--- src/lfmon_pkg.sv ---
// Shared constants for the linefeed state and loop monitor block
package lfmon_pkg;

   // ****************************************
   // Register offsets on the serial port
   // ****************************************
   localparam logic [6:0] OFS_LINE_STATE = 7'h40;
   localparam logic [6:0] OFS_LOOP_V     = 7'h4E;
   localparam logic [6:0] OFS_LOOP_I     = 7'h4F;
   localparam logic [6:0] OFS_TIP_V      = 7'h50;
   localparam logic [6:0] OFS_RING_V     = 7'h51;
   localparam logic [6:0] OFS_BAT1_V     = 7'h52;
   localparam logic [6:0] OFS_BAT2_V     = 7'h53;
   localparam logic [6:0] OFS_CUR1       = 7'h54;
   localparam logic [6:0] OFS_CUR2       = 7'h55;
   localparam logic [6:0] OFS_CUR3       = 7'h56;
   localparam logic [6:0] OFS_CUR4       = 7'h57;
   localparam logic [6:0] OFS_CUR5       = 7'h58;
   localparam logic [6:0] OFS_CUR6       = 7'h59;
   localparam int         MEAS_COUNT     = 12;

   // ****************************************
   // Line state field codes and reset value
   // ****************************************
   localparam logic [2:0] LS_OPEN      = 3'h0;
   localparam logic [2:0] LS_FWD_ACT   = 3'h1;
   localparam logic [2:0] LS_FWD_OHT   = 3'h2;
   localparam logic [2:0] LS_TIP_OPEN  = 3'h3;
   localparam logic [2:0] LS_RINGING   = 3'h4;
   localparam logic [2:0] LS_REV_ACT   = 3'h5;
   localparam logic [2:0] LS_REV_OHT   = 3'h6;
   localparam logic [2:0] LS_RING_OPEN = 3'h7;
   localparam logic [2:0] LS_RESET     = LS_OPEN;

   // ****************************************
   // Sign-magnitude field layout
   // ****************************************
   localparam int SIGN_BIT = 7;
   localparam int MAG_MAX  = 63;

   // ****************************************
   // Measurement scaling (mV and uA per step)
   // ****************************************
   localparam int LEAD_STEP_MV   = 376;
   localparam int LOOP_V_STEP_MV = 1500;
   localparam int IQ12_STEP_UA   = 319;
   localparam int IQ56_STEP_UA   = 316;
   localparam int LOOP_I_STEP_UA = 1270;
   localparam int SCALE_SHIFT    = 16;
   localparam int K_LOOP_V = ((1 << SCALE_SHIFT) * LEAD_STEP_MV + LOOP_V_STEP_MV / 2)
                             / LOOP_V_STEP_MV;
   localparam int K_LOOP_I = ((1 << SCALE_SHIFT) + LOOP_I_STEP_UA / 2) / LOOP_I_STEP_UA;

   // ****************************************
   // Timing
   // ****************************************
   localparam int CLK_HZ        = 250_000_000;
   localparam int SAMPLE_HZ     = 800;
   localparam int SAMPLE_CYCLES = CLK_HZ / SAMPLE_HZ;
   localparam int SPI_FRAME     = 16;
   localparam int SPI_ADDR_BITS = 8;

endpackage

--- src/lfmon_meas_mem.sv ---
// Measurement sample store with registered read data
`timescale 1ns/1ps
module lfmon_meas_mem #(
   parameter int WIDTH = 8,
   parameter int DEPTH = 12
) (
   input  wire logic                     clk_sys,
   input  wire logic                     srst,
   input  wire logic                     we,
   input  wire logic [$clog2(DEPTH)-1:0] wrAddr,
   input  wire logic [WIDTH-1:0]         wrData,
   input  wire logic [$clog2(DEPTH)-1:0] rdAddr,
   output logic      [WIDTH-1:0]         rdData
);
   import lfmon_pkg::*;

   if (DEPTH < 2 || WIDTH < 1) begin : g_chk
      $error("lfmon_meas_mem: DEPTH must be at least 2");
   end

   typedef struct packed {
      logic [DEPTH-1:0][WIDTH-1:0] mem;
      logic [WIDTH-1:0]            rdData;
   } lfmon_mem_t;

   lfmon_mem_t st;
   lfmon_mem_t next_st;

   // Write port from capture, read port from the serial side
   always_comb
   begin
      next_st = st;
      if (we && 32'(wrAddr) < DEPTH)
      begin
         next_st.mem[wrAddr] = wrData;
      end
      // Out-of-range index reads zero rather than an undefined row
      next_st.rdData = (32'(rdAddr) < DEPTH) ? st.mem[rdAddr] : '0;
   end

   always_ff @(posedge clk_sys)
   begin
      if (srst)
      begin
         st <= '0;
      end
      else
      begin
         st <= next_st;
      end
   end

   assign rdData = st.rdData;
endmodule

--- src/lfmon_spi_slave.sv ---
// Serial control port slave: address byte then data byte
`timescale 1ns/1ps
module lfmon_spi_slave (
   input  wire logic       clk_sys,
   input  wire logic       srst,
   input  wire logic       spiClk,
   input  wire logic       spiCsN,
   input  wire logic       spiMosi,
   output logic            spiMiso,
   output logic            spiMisoEnN,
   output logic [6:0]      regAddr,
   output logic [7:0]      wrData,
   output logic            wrStrobe,
   input  wire logic [7:0] rdData
);
   import lfmon_pkg::*;

   typedef struct packed {
      logic       clk1, clk2, clk3;
      logic       cs1, cs2;
      logic       mosi1, mosi2;
      logic [4:0] bitCnt;
      logic [7:0] shiftIn;
      logic [7:0] shiftOut;
      logic       isRead;
      logic       miso, misoEnN;
      logic [6:0] addr;
      logic [7:0] wdata;
      logic       wrStb;
   } lfmon_spi_t;

   lfmon_spi_t st;
   lfmon_spi_t next_st;
   logic       rise;
   logic       fall;

   // Edges come from the second stage and its delayed copy only
   assign rise = st.clk2 && !st.clk3;
   assign fall = !st.clk2 && st.clk3;

   // Mode 0, MSB first; first byte is read flag plus address
   always_comb
   begin
      next_st       = st;
      next_st.clk1  = spiClk;
      next_st.clk2  = st.clk1;
      next_st.clk3  = st.clk2;
      next_st.cs1   = spiCsN;
      next_st.cs2   = st.cs1;
      next_st.mosi1 = spiMosi;
      next_st.mosi2 = st.mosi1;
      next_st.wrStb = 1'b0;
      if (st.cs2)
      begin
         next_st.bitCnt  = '0;
         next_st.misoEnN = 1'b1;
         next_st.miso    = 1'b0;
      end
      else if (rise && st.bitCnt < 5'(SPI_FRAME))
      begin
         next_st.shiftIn = {st.shiftIn[6:0], st.mosi2};
         next_st.bitCnt  = st.bitCnt + 5'h01;
         if (st.bitCnt == 5'(SPI_ADDR_BITS - 1))
         begin
            next_st.isRead = st.shiftIn[6];
            next_st.addr   = {st.shiftIn[5:0], st.mosi2};
         end
         // Frame end: only a write frame commits
         if (st.bitCnt == 5'(SPI_FRAME - 1) && !st.isRead)
         begin
            next_st.wdata = {st.shiftIn[6:0], st.mosi2};
            next_st.wrStb = 1'b1;
         end
      end
      else if (fall && st.isRead && st.bitCnt >= 5'(SPI_ADDR_BITS)
               && st.bitCnt < 5'(SPI_FRAME))
      begin
         // Fresh read data is taken on the first falling edge of the data byte
         if (st.bitCnt == 5'(SPI_ADDR_BITS))
         begin
            next_st.miso     = rdData[7];
            next_st.shiftOut = {rdData[6:0], 1'b0};
         end
         else
         begin
            next_st.miso     = st.shiftOut[7];
            next_st.shiftOut = {st.shiftOut[6:0], 1'b0};
         end
         next_st.misoEnN = 1'b0;
      end
   end

   always_ff @(posedge clk_sys)
   begin
      if (srst)
      begin
         st         <= '0;
         st.clk1    <= 1'b0;
         st.cs1     <= 1'b1;
         st.cs2     <= 1'b1;
         st.misoEnN <= 1'b1;
      end
      else
      begin
         st <= next_st;
      end
   end

   assign spiMiso    = st.miso;
   assign spiMisoEnN = st.misoEnN;
   assign regAddr    = st.addr;
   assign wrData     = st.wdata;
   assign wrStrobe   = st.wrStb;
endmodule

--- src/lfmon_top.sv ---
// Linefeed state selector and loop measurement readout
`timescale 1ns/1ps
module lfmon_top #(
   parameter int SAMPLE_CYCLES = lfmon_pkg::SAMPLE_CYCLES
) (
   input  wire logic       clk_sys,
   input  wire logic       srst,
   input  wire logic       spiClk,
   input  wire logic       spiCsN,
   input  wire logic       spiMosi,
   output logic            spiMiso,
   output logic            spiMisoEnN,
   input  wire logic [7:0] adcTip,
   input  wire logic [7:0] adcRing,
   input  wire logic [7:0] adcBat1,
   input  wire logic [7:0] adcBat2,
   input  wire logic [7:0] adcCur1,
   input  wire logic [7:0] adcCur2,
   input  wire logic [7:0] adcCur3,
   input  wire logic [7:0] adcCur4,
   input  wire logic [7:0] adcCur5,
   input  wire logic [7:0] adcCur6,
   input  wire logic       powerAlarm,
   input  wire logic       autoOpenEnable,
   output logic            tipDriveOn,
   output logic            ringDriveOn,
   output logic            polarityReverse,
   output logic            audioPathOn,
   output logic            ringingOn,
   output logic            sampleTick
);
   import lfmon_pkg::*;

   localparam int CNT_W = $clog2(SAMPLE_CYCLES);

   // Capture walks twelve rows, so the period must leave room for it
   if (SAMPLE_CYCLES < 4 * MEAS_COUNT) begin : g_chk
      $error("lfmon_top: SAMPLE_CYCLES too small");
   end

   // ****************************************
   // State
   // ****************************************
   typedef struct packed {
      logic [2:0]       lineState;
      logic             tipDrive;
      logic             ringDrive;
      logic             reversed;
      logic             audio;
      logic             ringing;
      logic [CNT_W-1:0] tickCnt;
      logic             tick;
      logic             capBusy;
      logic [3:0]       capIdx;
      logic [7:0]       rdData;
   } lfmon_top_t;

   lfmon_top_t st;
   lfmon_top_t next_st;

   logic [6:0] regAddr;
   logic [7:0] wrData;
   logic       wrStrobe;
   logic [7:0] memRdData;
   logic [3:0] memRdIdx;
   logic       inMeas;
   logic [7:0] capData;
   logic [7:0] loopVolt;
   logic [7:0] loopCurr;
   logic       alarmOpen;

   // ****************************************
   // Helpers
   // ****************************************
   // Scale a magnitude by a 16-bit fraction and clip to the field
   function automatic logic [5:0] lfmon_scale(input logic [19:0] mag, input logic [15:0] k);
      logic [35:0] prod;
      prod = 36'(mag) * 36'(k);
      return (prod[35:SCALE_SHIFT] > 20'(MAG_MAX)) ? 6'(MAG_MAX) : prod[SCALE_SHIFT+5:SCALE_SHIFT];
   endfunction

   // Pack sign and magnitude; a zero result never carries a sign
   function automatic logic [7:0] lfmon_signmag(input logic neg, input logic [5:0] mag);
      return {neg && (mag != 6'h00), 1'b0, mag};
   endfunction

   // ****************************************
   // Serial port and sample store
   // ****************************************
   lfmon_spi_slave u_spi (
      .clk_sys    (clk_sys),
      .srst       (srst),
      .spiClk     (spiClk),
      .spiCsN     (spiCsN),
      .spiMosi    (spiMosi),
      .spiMiso    (spiMiso),
      .spiMisoEnN (spiMisoEnN),
      .regAddr    (regAddr),
      .wrData     (wrData),
      .wrStrobe   (wrStrobe),
      .rdData     (st.rdData)
   );

   lfmon_meas_mem #(
      .WIDTH (8),
      .DEPTH (MEAS_COUNT)
   ) u_mem (
      .clk_sys (clk_sys),
      .srst    (srst),
      .we      (st.capBusy),
      .wrAddr  (st.capIdx),
      .wrData  (capData),
      .rdAddr  (memRdIdx),
      .rdData  (memRdData)
   );

   // Measurement window decode for reads
   assign inMeas   = (regAddr >= OFS_LOOP_V) && (regAddr <= OFS_CUR6);
   assign memRdIdx = 4'(regAddr - OFS_LOOP_V);

   // ****************************************
   // Derived loop values
   // ****************************************
   // Loop voltage from lead readings, which are magnitudes of negative voltages
   always_comb
   begin
      logic signed [9:0] dv;
      logic [9:0]        av;
      dv = '0;
      av = '0;
      if (st.lineState == LS_TIP_OPEN)
      begin
         dv = -$signed({2'b00, adcRing});
      end
      else
      begin
         dv = $signed({2'b00, adcRing}) - $signed({2'b00, adcTip});
      end
      av = dv[9] ? 10'(-dv) : 10'(dv);
      loopVolt = lfmon_signmag(dv[9], lfmon_scale(20'(av), 16'(K_LOOP_V)));
   end

   // Loop current in uA from the outer transistor pairs
   always_comb
   begin
      logic signed [9:0]  d12;
      logic signed [9:0]  d56;
      logic signed [19:0] isum;
      logic [19:0]        ai;
      d12  = $signed({2'b00, adcCur1}) - $signed({2'b00, adcCur2});
      d56  = $signed({2'b00, adcCur5}) - $signed({2'b00, adcCur6});
      isum = 20'(d12 * IQ12_STEP_UA) + 20'(d56 * IQ56_STEP_UA);
      // One lead carries the whole current when the other is open
      if (st.lineState != LS_TIP_OPEN && st.lineState != LS_RING_OPEN)
      begin
         isum = isum >>> 1;
      end
      ai = isum[19] ? 20'(-isum) : 20'(isum);
      loopCurr = lfmon_signmag(isum[19], lfmon_scale(ai, 16'(K_LOOP_I)));
   end

   // Row written by the capture walk; raw readings stored unchanged
   always_comb
   begin
      case (st.capIdx)
         4'h0:    capData = loopVolt;
         4'h1:    capData = loopCurr;
         4'h2:    capData = adcTip;
         4'h3:    capData = adcRing;
         4'h4:    capData = adcBat1;
         4'h5:    capData = adcBat2;
         4'h6:    capData = adcCur1;
         4'h7:    capData = adcCur2;
         4'h8:    capData = adcCur3;
         4'h9:    capData = adcCur4;
         4'hA:    capData = adcCur5;
         4'hB:    capData = adcCur6;
         default: capData = 8'h00;
      endcase
   end

   // ****************************************
   // Next state
   // ****************************************
   assign alarmOpen = powerAlarm && autoOpenEnable;

   always_comb
   begin
      next_st      = st;
      next_st.tick = 1'b0;
      // Host write; measurement rows take no host writes
      if (wrStrobe && regAddr == OFS_LINE_STATE)
      begin
         next_st.lineState = wrData[2:0];
      end
      // Protection wins over a host write in the same cycle
      if (alarmOpen)
      begin
         next_st.lineState = LS_OPEN;
      end
      next_st.tipDrive  = 1'b1;
      next_st.ringDrive = 1'b1;
      next_st.reversed  = 1'b0;
      next_st.audio     = 1'b0;
      next_st.ringing   = 1'b0;
      case (next_st.lineState)
         LS_OPEN:
         begin
            next_st.tipDrive  = 1'b0;
            next_st.ringDrive = 1'b0;
         end
         LS_FWD_ACT:   next_st.audio    = 1'b0;
         LS_FWD_OHT:   next_st.audio    = 1'b1;
         LS_TIP_OPEN:  next_st.tipDrive = 1'b0;
         LS_RINGING:   next_st.ringing  = 1'b1;
         LS_REV_ACT:   next_st.reversed = 1'b1;
         LS_REV_OHT:
         begin
            next_st.reversed = 1'b1;
            next_st.audio    = 1'b1;
         end
         LS_RING_OPEN: next_st.ringDrive = 1'b0;
         default:      next_st.tipDrive  = 1'b0;
      endcase
      // Free-running sample period
      if (st.tickCnt == '0)
      begin
         next_st.tickCnt = CNT_W'(SAMPLE_CYCLES - 1);
         next_st.tick    = 1'b1;
      end
      else
      begin
         next_st.tickCnt = st.tickCnt - 1'b1;
      end
      // Capture walk, one row per cycle
      if (st.tick)
      begin
         next_st.capBusy = 1'b1;
         next_st.capIdx  = 4'h0;
      end
      else if (st.capBusy)
      begin
         next_st.capBusy = (st.capIdx != 4'(MEAS_COUNT - 1));
         next_st.capIdx  = (st.capIdx == 4'(MEAS_COUNT - 1)) ? 4'h0 : st.capIdx + 4'h1;
      end
      // Read mux; unmapped addresses and reserved bits read zero
      if (regAddr == OFS_LINE_STATE)
      begin
         next_st.rdData = {5'h00, st.lineState};
      end
      else
      begin
         next_st.rdData = inMeas ? memRdData : 8'h00;
      end
   end

   always_ff @(posedge clk_sys)
   begin
      if (srst)
      begin
         st           <= '0;
         st.lineState <= LS_RESET;
      end
      else
      begin
         st <= next_st;
      end
   end

   assign tipDriveOn      = st.tipDrive;
   assign ringDriveOn     = st.ringDrive;
   assign polarityReverse = st.reversed;
   assign audioPathOn     = st.audio;
   assign ringingOn       = st.ringing;
   assign sampleTick      = st.tick;
endmodule

--- config.mk ---
export PLATFORM = sky130hd
export DESIGN_NAME = lfmon_top
export DESIGN_NICKNAME = d
export VERILOG_FILES = /design/src/lfmon_pkg.sv /design/src/lfmon_meas_mem.sv /design/src/lfmon_spi_slave.sv /design/src/lfmon_top.sv
export SDC_FILE = /design/constraint.sdc
export NUM_CORES = 1
export LEC_CHECK = 0
export ABC_CLOCK_PERIOD_IN_PS = 19100
export BUFFER_PORTS_ARGS = -buffer_cell sky130_fd_sc_hd__clkbuf_2
export CAP_MARGIN = 20
export CORE_UTILIZATION = 47
export DETAILED_ROUTE_END_ITERATION = 6
export GPL_TIMING_DRIVEN = 1
export PLACE_DENSITY_LB_ADDON = 0.1
export SLEW_MARGIN = 20
export SYNTH_ARGS = -nofsm -noshare
export SYNTH_HDL_FRONTEND = slang
export SYNTH_SLANG_ARGS = --single-unit
--- constraint.sdc ---
create_clock -name clk_sys -period 19.1 [get_ports clk_sys]
set_input_delay 3.82 -clock clk_sys [delete_from_list [all_inputs] [get_ports clk_sys]]
set_output_delay 3.82 -clock clk_sys [all_outputs]
set_load 0.1 [all_outputs]
; ---- Yosys cells after proc, flatten, opt, wreduce, memory -nomap -nowiden
; Index checks and enable logic that the tools add are counted.
[word_totals]
ff_bits = 186
out_inout_bits = 8
[op_classes]
addsub = 11
multipliers = 4
magnitude_cmp = 11
eq_ne = 25
n_mux = 29
bitwise_logic = 4
reduce_logical = 38
[ops]
columns = cell, n
row1 = $bwmux W96, 1
row2 = $pmux W8 S12, 1
row3 = $mux W19, 2
row4 = $bmux W8 S4, 1
row5 = $demux W8 S4, 1
row6 = $sub A8 B8 Y9, 3
row7 = $mul A20 B4 Y24 const B, 1
row8 = $mux W8, 3
row9 = $mul A10 B13 Y23 const B, 1
row10 = $add A19 B19 Y20, 1
row11 = $mux W10, 2
row12 = $mux W20, 1
row13 = $neg A20 Y20, 1
row14 = $logic_not A19 Y1, 1
row15 = $mul A9 B10 Y19 const B, 1
row16 = $sub A19 B1 Y19 const B, 1
row17 = $mul A9 B8 Y17 const B, 1
row18 = $eq A4 B3 Y1 const B, 4
row19 = $eq A4 B4 Y1 const B, 4
row20 = $reduce_or A2 Y1, 8
row21 = $logic_and A1 B1 Y1, 15
row22 = $eq A3 B3 Y1 const B, 4
row23 = $mux W3, 4
row24 = $mux W6, 2
row25 = other kinds (34), 58

; ---- Longest topological paths before layout
[logic_depth]
depth_word = 13
mapped_depth = 58

; ---- Cells and area by module
; A second synthesis with hierarchy kept.
[unflattened]
hier_cells = 2230
area_unflattened_um2 = 18286.3
[modules_own_cells]
columns = mod, instances, cells_per_inst, area_each_um2, seq_area_each_um2
row1 = lfmon_top, 1, 1450, 11532.3, 820.8
row2 = lfmon_meas_mem, 1, 566, 4839.6, 2082.0
row3 = lfmon_spi_slave, 1, 214, 1914.3, 900.9

; ---- Least setup slack after synthesis
; OpenSTA, ideal clock, no wires.
[synth_path]
path_kind = input-to-reg
startpoint = input adcCur6[1]
endpoint = register u_mem.st[15] in the netlist's numbering
t_arrival_ns = 15.811
required_time_ns = 18.970
slack_ns = 3.159
cell_stages = 56
cell_sequence = inv_1 ha_1 nor2b_1 o21ai_0 a21boi_0 o21ai_0 nand2b_1 a21o_1 a21oi_1 xor2_1 inv_1 fa_1 inv_1 fa_1 inv_1 fa_1 ha_1 inv_1 [... 20 more ...] a211oi_1 nor3_1 ha_1 inv_1 fa_1 inv_1 ha_1 and3_1 a21boi_0 nand3_1 a2111oi_0 a211oi_2 o41ai_1 xor2_1 or4b_1 or4b_1 a41oi_2 mux2i_1
[synth_via]
elab_chain_cells = 13
[synth_lines]
columns = item, line_no
row1 = from (decl), lfmon_top.sv:22  ; input wire logic [7:0] adcCur6,
row2 = $sub A8 B8 Y9 (*), lfmon_top.sv:151  ; d56 = $signed({2'b00, adcCur5}) - $signed({2'b00, adcCur6});
row3 = $mul A9 B8 Y17 (*), lfmon_top.sv:152  ; isum = 20'(d12 * IQ12_STEP_UA) + 20'(d56 * IQ56_STEP_UA);
row4 = $add A19 B19 Y20 (*), lfmon_top.sv:152
row5 = $mux W19, lfmon_top.sv:154  ; if (st.lineState != LS_TIP_OPEN && st.lineState != LS_RING_OPEN)
row6 = $neg A20 Y20, lfmon_top.sv:158  ; ai = isum[19] ? 20'(-isum) : 20'(isum);
row7 = $mux W20, lfmon_top.sv:158
row8 = $mul A20 B4 Y24, lfmon_top.sv:78  ; prod = 36'(mag) * 36'(k);
row9 = $gt A10 B6 Y1, lfmon_top.sv:79  ; return (prod[35:SCALE_SHIFT] > 20'(MAG_MAX)) ? 6'(MAG_MAX) : prod[SCALE_SHIFT+5:SCALE_SHIFT];
row10 = $mux W6, lfmon_top.sv:79
row11 = $reduce_bool A6 Y1, lfmon_top.sv:84  ; return {neg && (mag != 6'h00), 1'b0, mag};
row12 = $logic_and A1 B1 Y1 (*), lfmon_top.sv:84
row13 = $pmux W8 S12 (*), lfmon_top.sv:165  ; case (st.capIdx)
row14 = $bwmux W96 (*), lfmon_meas_mem.sv:35  ; next_st.mem[wrAddr] = wrData;
row15 = to (signal assigned), lfmon_meas_mem.sv:49  ; st <= next_st;
row16 = to (decl), lfmon_meas_mem.sv:26  ; lfmon_mem_t st;
; Every way passes the cells marked *; elsewhere a longest branch is shown, timed or not.
; A chain may end at the register's enable or synchronous reset.

; ---- Final worst setup path
; Same ends and word-level chain as after synthesis.

==> impl_results.md <==
- Area leader, netlist: dfxtp_1
- Die area: 38590 um^2
- Main flop type after synthesis: dfxtp_1
- Total GRT Usage: 23.87%
- Sequential area share after synthesis: 20.84%
- Post-synthesis mux area share: 5.324%
- Post-CTS Setup Bufs: 0
- XOR/XNOR share of the synthesized area: 5.021%
- Num rows: 70
- Initial DRC Count: 877
- Final setup TNS: 0 ns
- Final WS setup: 2.311 ns
- Register area: 3706 um^2
- Nets: 2538
- FF+latch count, synth: 185
- P&R area growth vs syn: 8.478%
- H-tree levels: 4
- Hold Fails Final Rpt: 0
- Core footprint: 36870 um^2
- Vias in the first global route: 14.74k
- Setup violators final: 0
- Final WL: 45230 um
- Via density: 5.658
- Worst-path fanout max: 19
- Ys async rst share: 0%
- GPL Wtd Cong: 1.002
- Die Y: 196.4 um
- CP Capture Type: flip-flop
- DRT Pass-1 Iters: 7
- Drt drc: 0
- Critical Path AT: 17.09 ns
- Largest family of logic cells by synthesized area: adder cells
- Area of the multi-input gates: 12820 um^2
- Compound-gate portion of the synthesized area: 19.93%
- Adder-Cell Fraction of Synth Area: 24.70%
- # fillers: 3518
- Post-synthesis cell type count: 91
- Post-synthesis cell area: 17770 um^2
- Detailed Place HPWL: 35750 um
- FMAX: 59.56 MHz
- Mapped Cells: 2108
- CP max stage delay: 0.65 ns
- Pin count of the biggest net entering global routing: 81
- Clock sink count: 185
- EDFF count, synth: 0
- Longest Clk Path Bufs: 2
- GR Overflow Total: 0
- Worst slew pin tran: 1.117 ns
- CTS tree: done
- First-pass GRT wire length: 74640 um
- I/O Buffers: 94
- Crit share post-route: 87.90%
- DIE WIDTH: 196.4 um
- Final ANT Viol Nets: 0
- Post-CTS sizing: 0
- Fin crit period: 16.79 ns
- Critical Path RT: 19.40 ns
- CP Class: in -> reg
- Share of cells above drive strength 1: 9.773%
- Antenna violations before repair: 0
- Startpoint types: primary input
- Outcome: finished, final reports clean
- Worst Hold Class: reg -> reg
- Mean area per synthesized cell: 8.429 um^2
- CTS Hold Bufs: 0
- Pins over their slew limit: 0
- Initial core utilization: 48.19%
- RSZ-0062 raised after global routing: false
- Ant diodes: 0
- Post-synth top area share: 20.84%
- Worst path slowest cell: a211o_1
- Worst-Skew Late Latency: 0.44 ns
- Via count: 15.07k
- Top post-synthesis cells by count: 246 x inv_1, 230 x ha_1, 216 x nor2_1
- CTS Buf Count: 17
- Slew margin rel.: 25.16%
- Main area contributors after synthesis: dfxtp_1 21%, ha_1 16%, fa_1 8.5%
- Drt wl/cell: 16.98 um
- Most used cell, CP: inv_1
- Pre-CTS setup slack: 1.914 ns
- Io pins: 95
- Max-cap violations: 0
- Post-Synth Simple-Gate Area: 16.96%
- Worst Skew: 0.01160 ns
- Clock transition at path regs: 0.08 ns
- Root buf cell: clkbuf_16
- Top-count cell post-synth: inv_1
- Ys Warns: 0
[routing by layer]
layer | part of all wire [%] | track usage [%] | wire length [um] | up-vias
li1 | - | - | - | 7529
met1 | 47 | 32.09 | 21310 | 7076
met2 | 46 | 40.22 | 20750 | 406
met3 | 5.2 | 3.611 | 2351 | 56
met4 | 1.8 | 5.440 | 815 | 0
met5 | 0 | 0 | 0 | -
[through the flow]
stage                     util, %  area (um^2)  cells  hold WS [ns]
after global routing        52.27        19270   2663        0.4371
final                       52.27        19270   2663        0.4285
after CTS                   52.27        19270   2663        0.4289
after detailed placement    50.63        18670   2631        0.3954
after floorplan                 -        17780   2111        0.3895
after global placement      50.60        18660   2631        0.3998
[worst paths after layout]
| check | from | end | slack, ns | depth (start not counted) |
|---|---|---|---|---|
| min | u_spi.next_st[42] | u_spi.st[42] | 0.43 | 1 |
| min reg2reg | u_spi.next_st[42] | u_spi.st[42] | 0.43 | 1 |
| max reg2reg | st[38] | u_mem.st[26] | 9.89 | 25 |
| max | adcCur6[1] | u_mem.st[15] | 2.31 | 56 |
[state kept, by name, summed over array words and instances (netlist names), 3 cells and up]
register and flops:
st 35, u_mem.rdData 8, u_mem.st 96, u_spi.next_st 4
u_spi.regAddr 7, u_spi.st 23, u_spi.wrData 3
[critical path: cells and delay by family]
kind | cells | cell delay [ns]
xor+xnor | 2 | 0.66
mux | 1 | 0.12
buf+inv | 9 | 0.76
fa+ha+maj | 11 | 4.18
simple gates | 11 | 2.75
compound gates | 22 | 4.75
[cells in the final DEF, fill, tap and decap left out, drive strengths merged, types with 9 or more instances in the layout]
| cell type | netlist | routed |
|---|---|---|
| a41oi | 9 | 9 |
| a311oi | 11 | 11 |
| nand3 | 33 | 33 |
| xor2 | 46 | 46 |
| clkbuf | 80 | 111 |
| nor3b | 17 | 17 |
| nor2b | 22 | 22 |
| nand2 | 122 | 122 |
| and2 | 30 | 30 |
| buf | 12 | 15 |
| mux2i | 36 | 36 |
| a22oi | 14 | 14 |
| or2 | 12 | 12 |
| a21o | 40 | 40 |
| o21a | 13 | 13 |
| inv | 247 | 255 |
| dfxtp | 185 | 185 |
| o21bai | 16 | 16 |
| nor3 | 35 | 35 |
| nor2 | 216 | 216 |
| ha | 230 | 230 |
| nor4 | 16 | 16 |
| xnor2 | 55 | 55 |
| nand2b | 19 | 19 |
| or3 | 18 | 18 |
| a22o | 10 | 10 |
| o21ai | 58 | 58 |
| o211ai | 12 | 12 |
| nand4 | 13 | 13 |
| a221oi | 13 | 13 |
| a31oi | 9 | 9 |
| fa | 75 | 75 |
| and3 | 22 | 22 |
| a21oi | 123 | 123 |
| mux4 | 24 | 24 |
| a211oi | 104 | 104 |
[logic make-up (layout without fill, tap and decap cells)]
| kind of cell | after synthesis | in the layout |
|---|---|---|
| mux | 64 | 64 |
| fa+ha+maj | 306 | 306 |
| flops | 185 | 185 |
| buf+inv | 340 | 388 |
| other cells | 1 | 4 |
| simple gates | 609 | 609 |
| compound gates | 502 | 502 |
| xor+xnor | 101 | 101 |
[final cells by class]
cell class,count,share of cell area [%]
Multi-Input combinational cell,1586,66.52
Sequential cell,185,19.23
Inverter,248,4.830
Tap cell,504,3.272
Timing Repair Buffer,108,2.999
Clock buffer,18,2.227
Clock inverter,14,0.9218
Power is not shown: default switching activity piles up to over one toggle a cycle in this logic, so the estimate is an artifact.
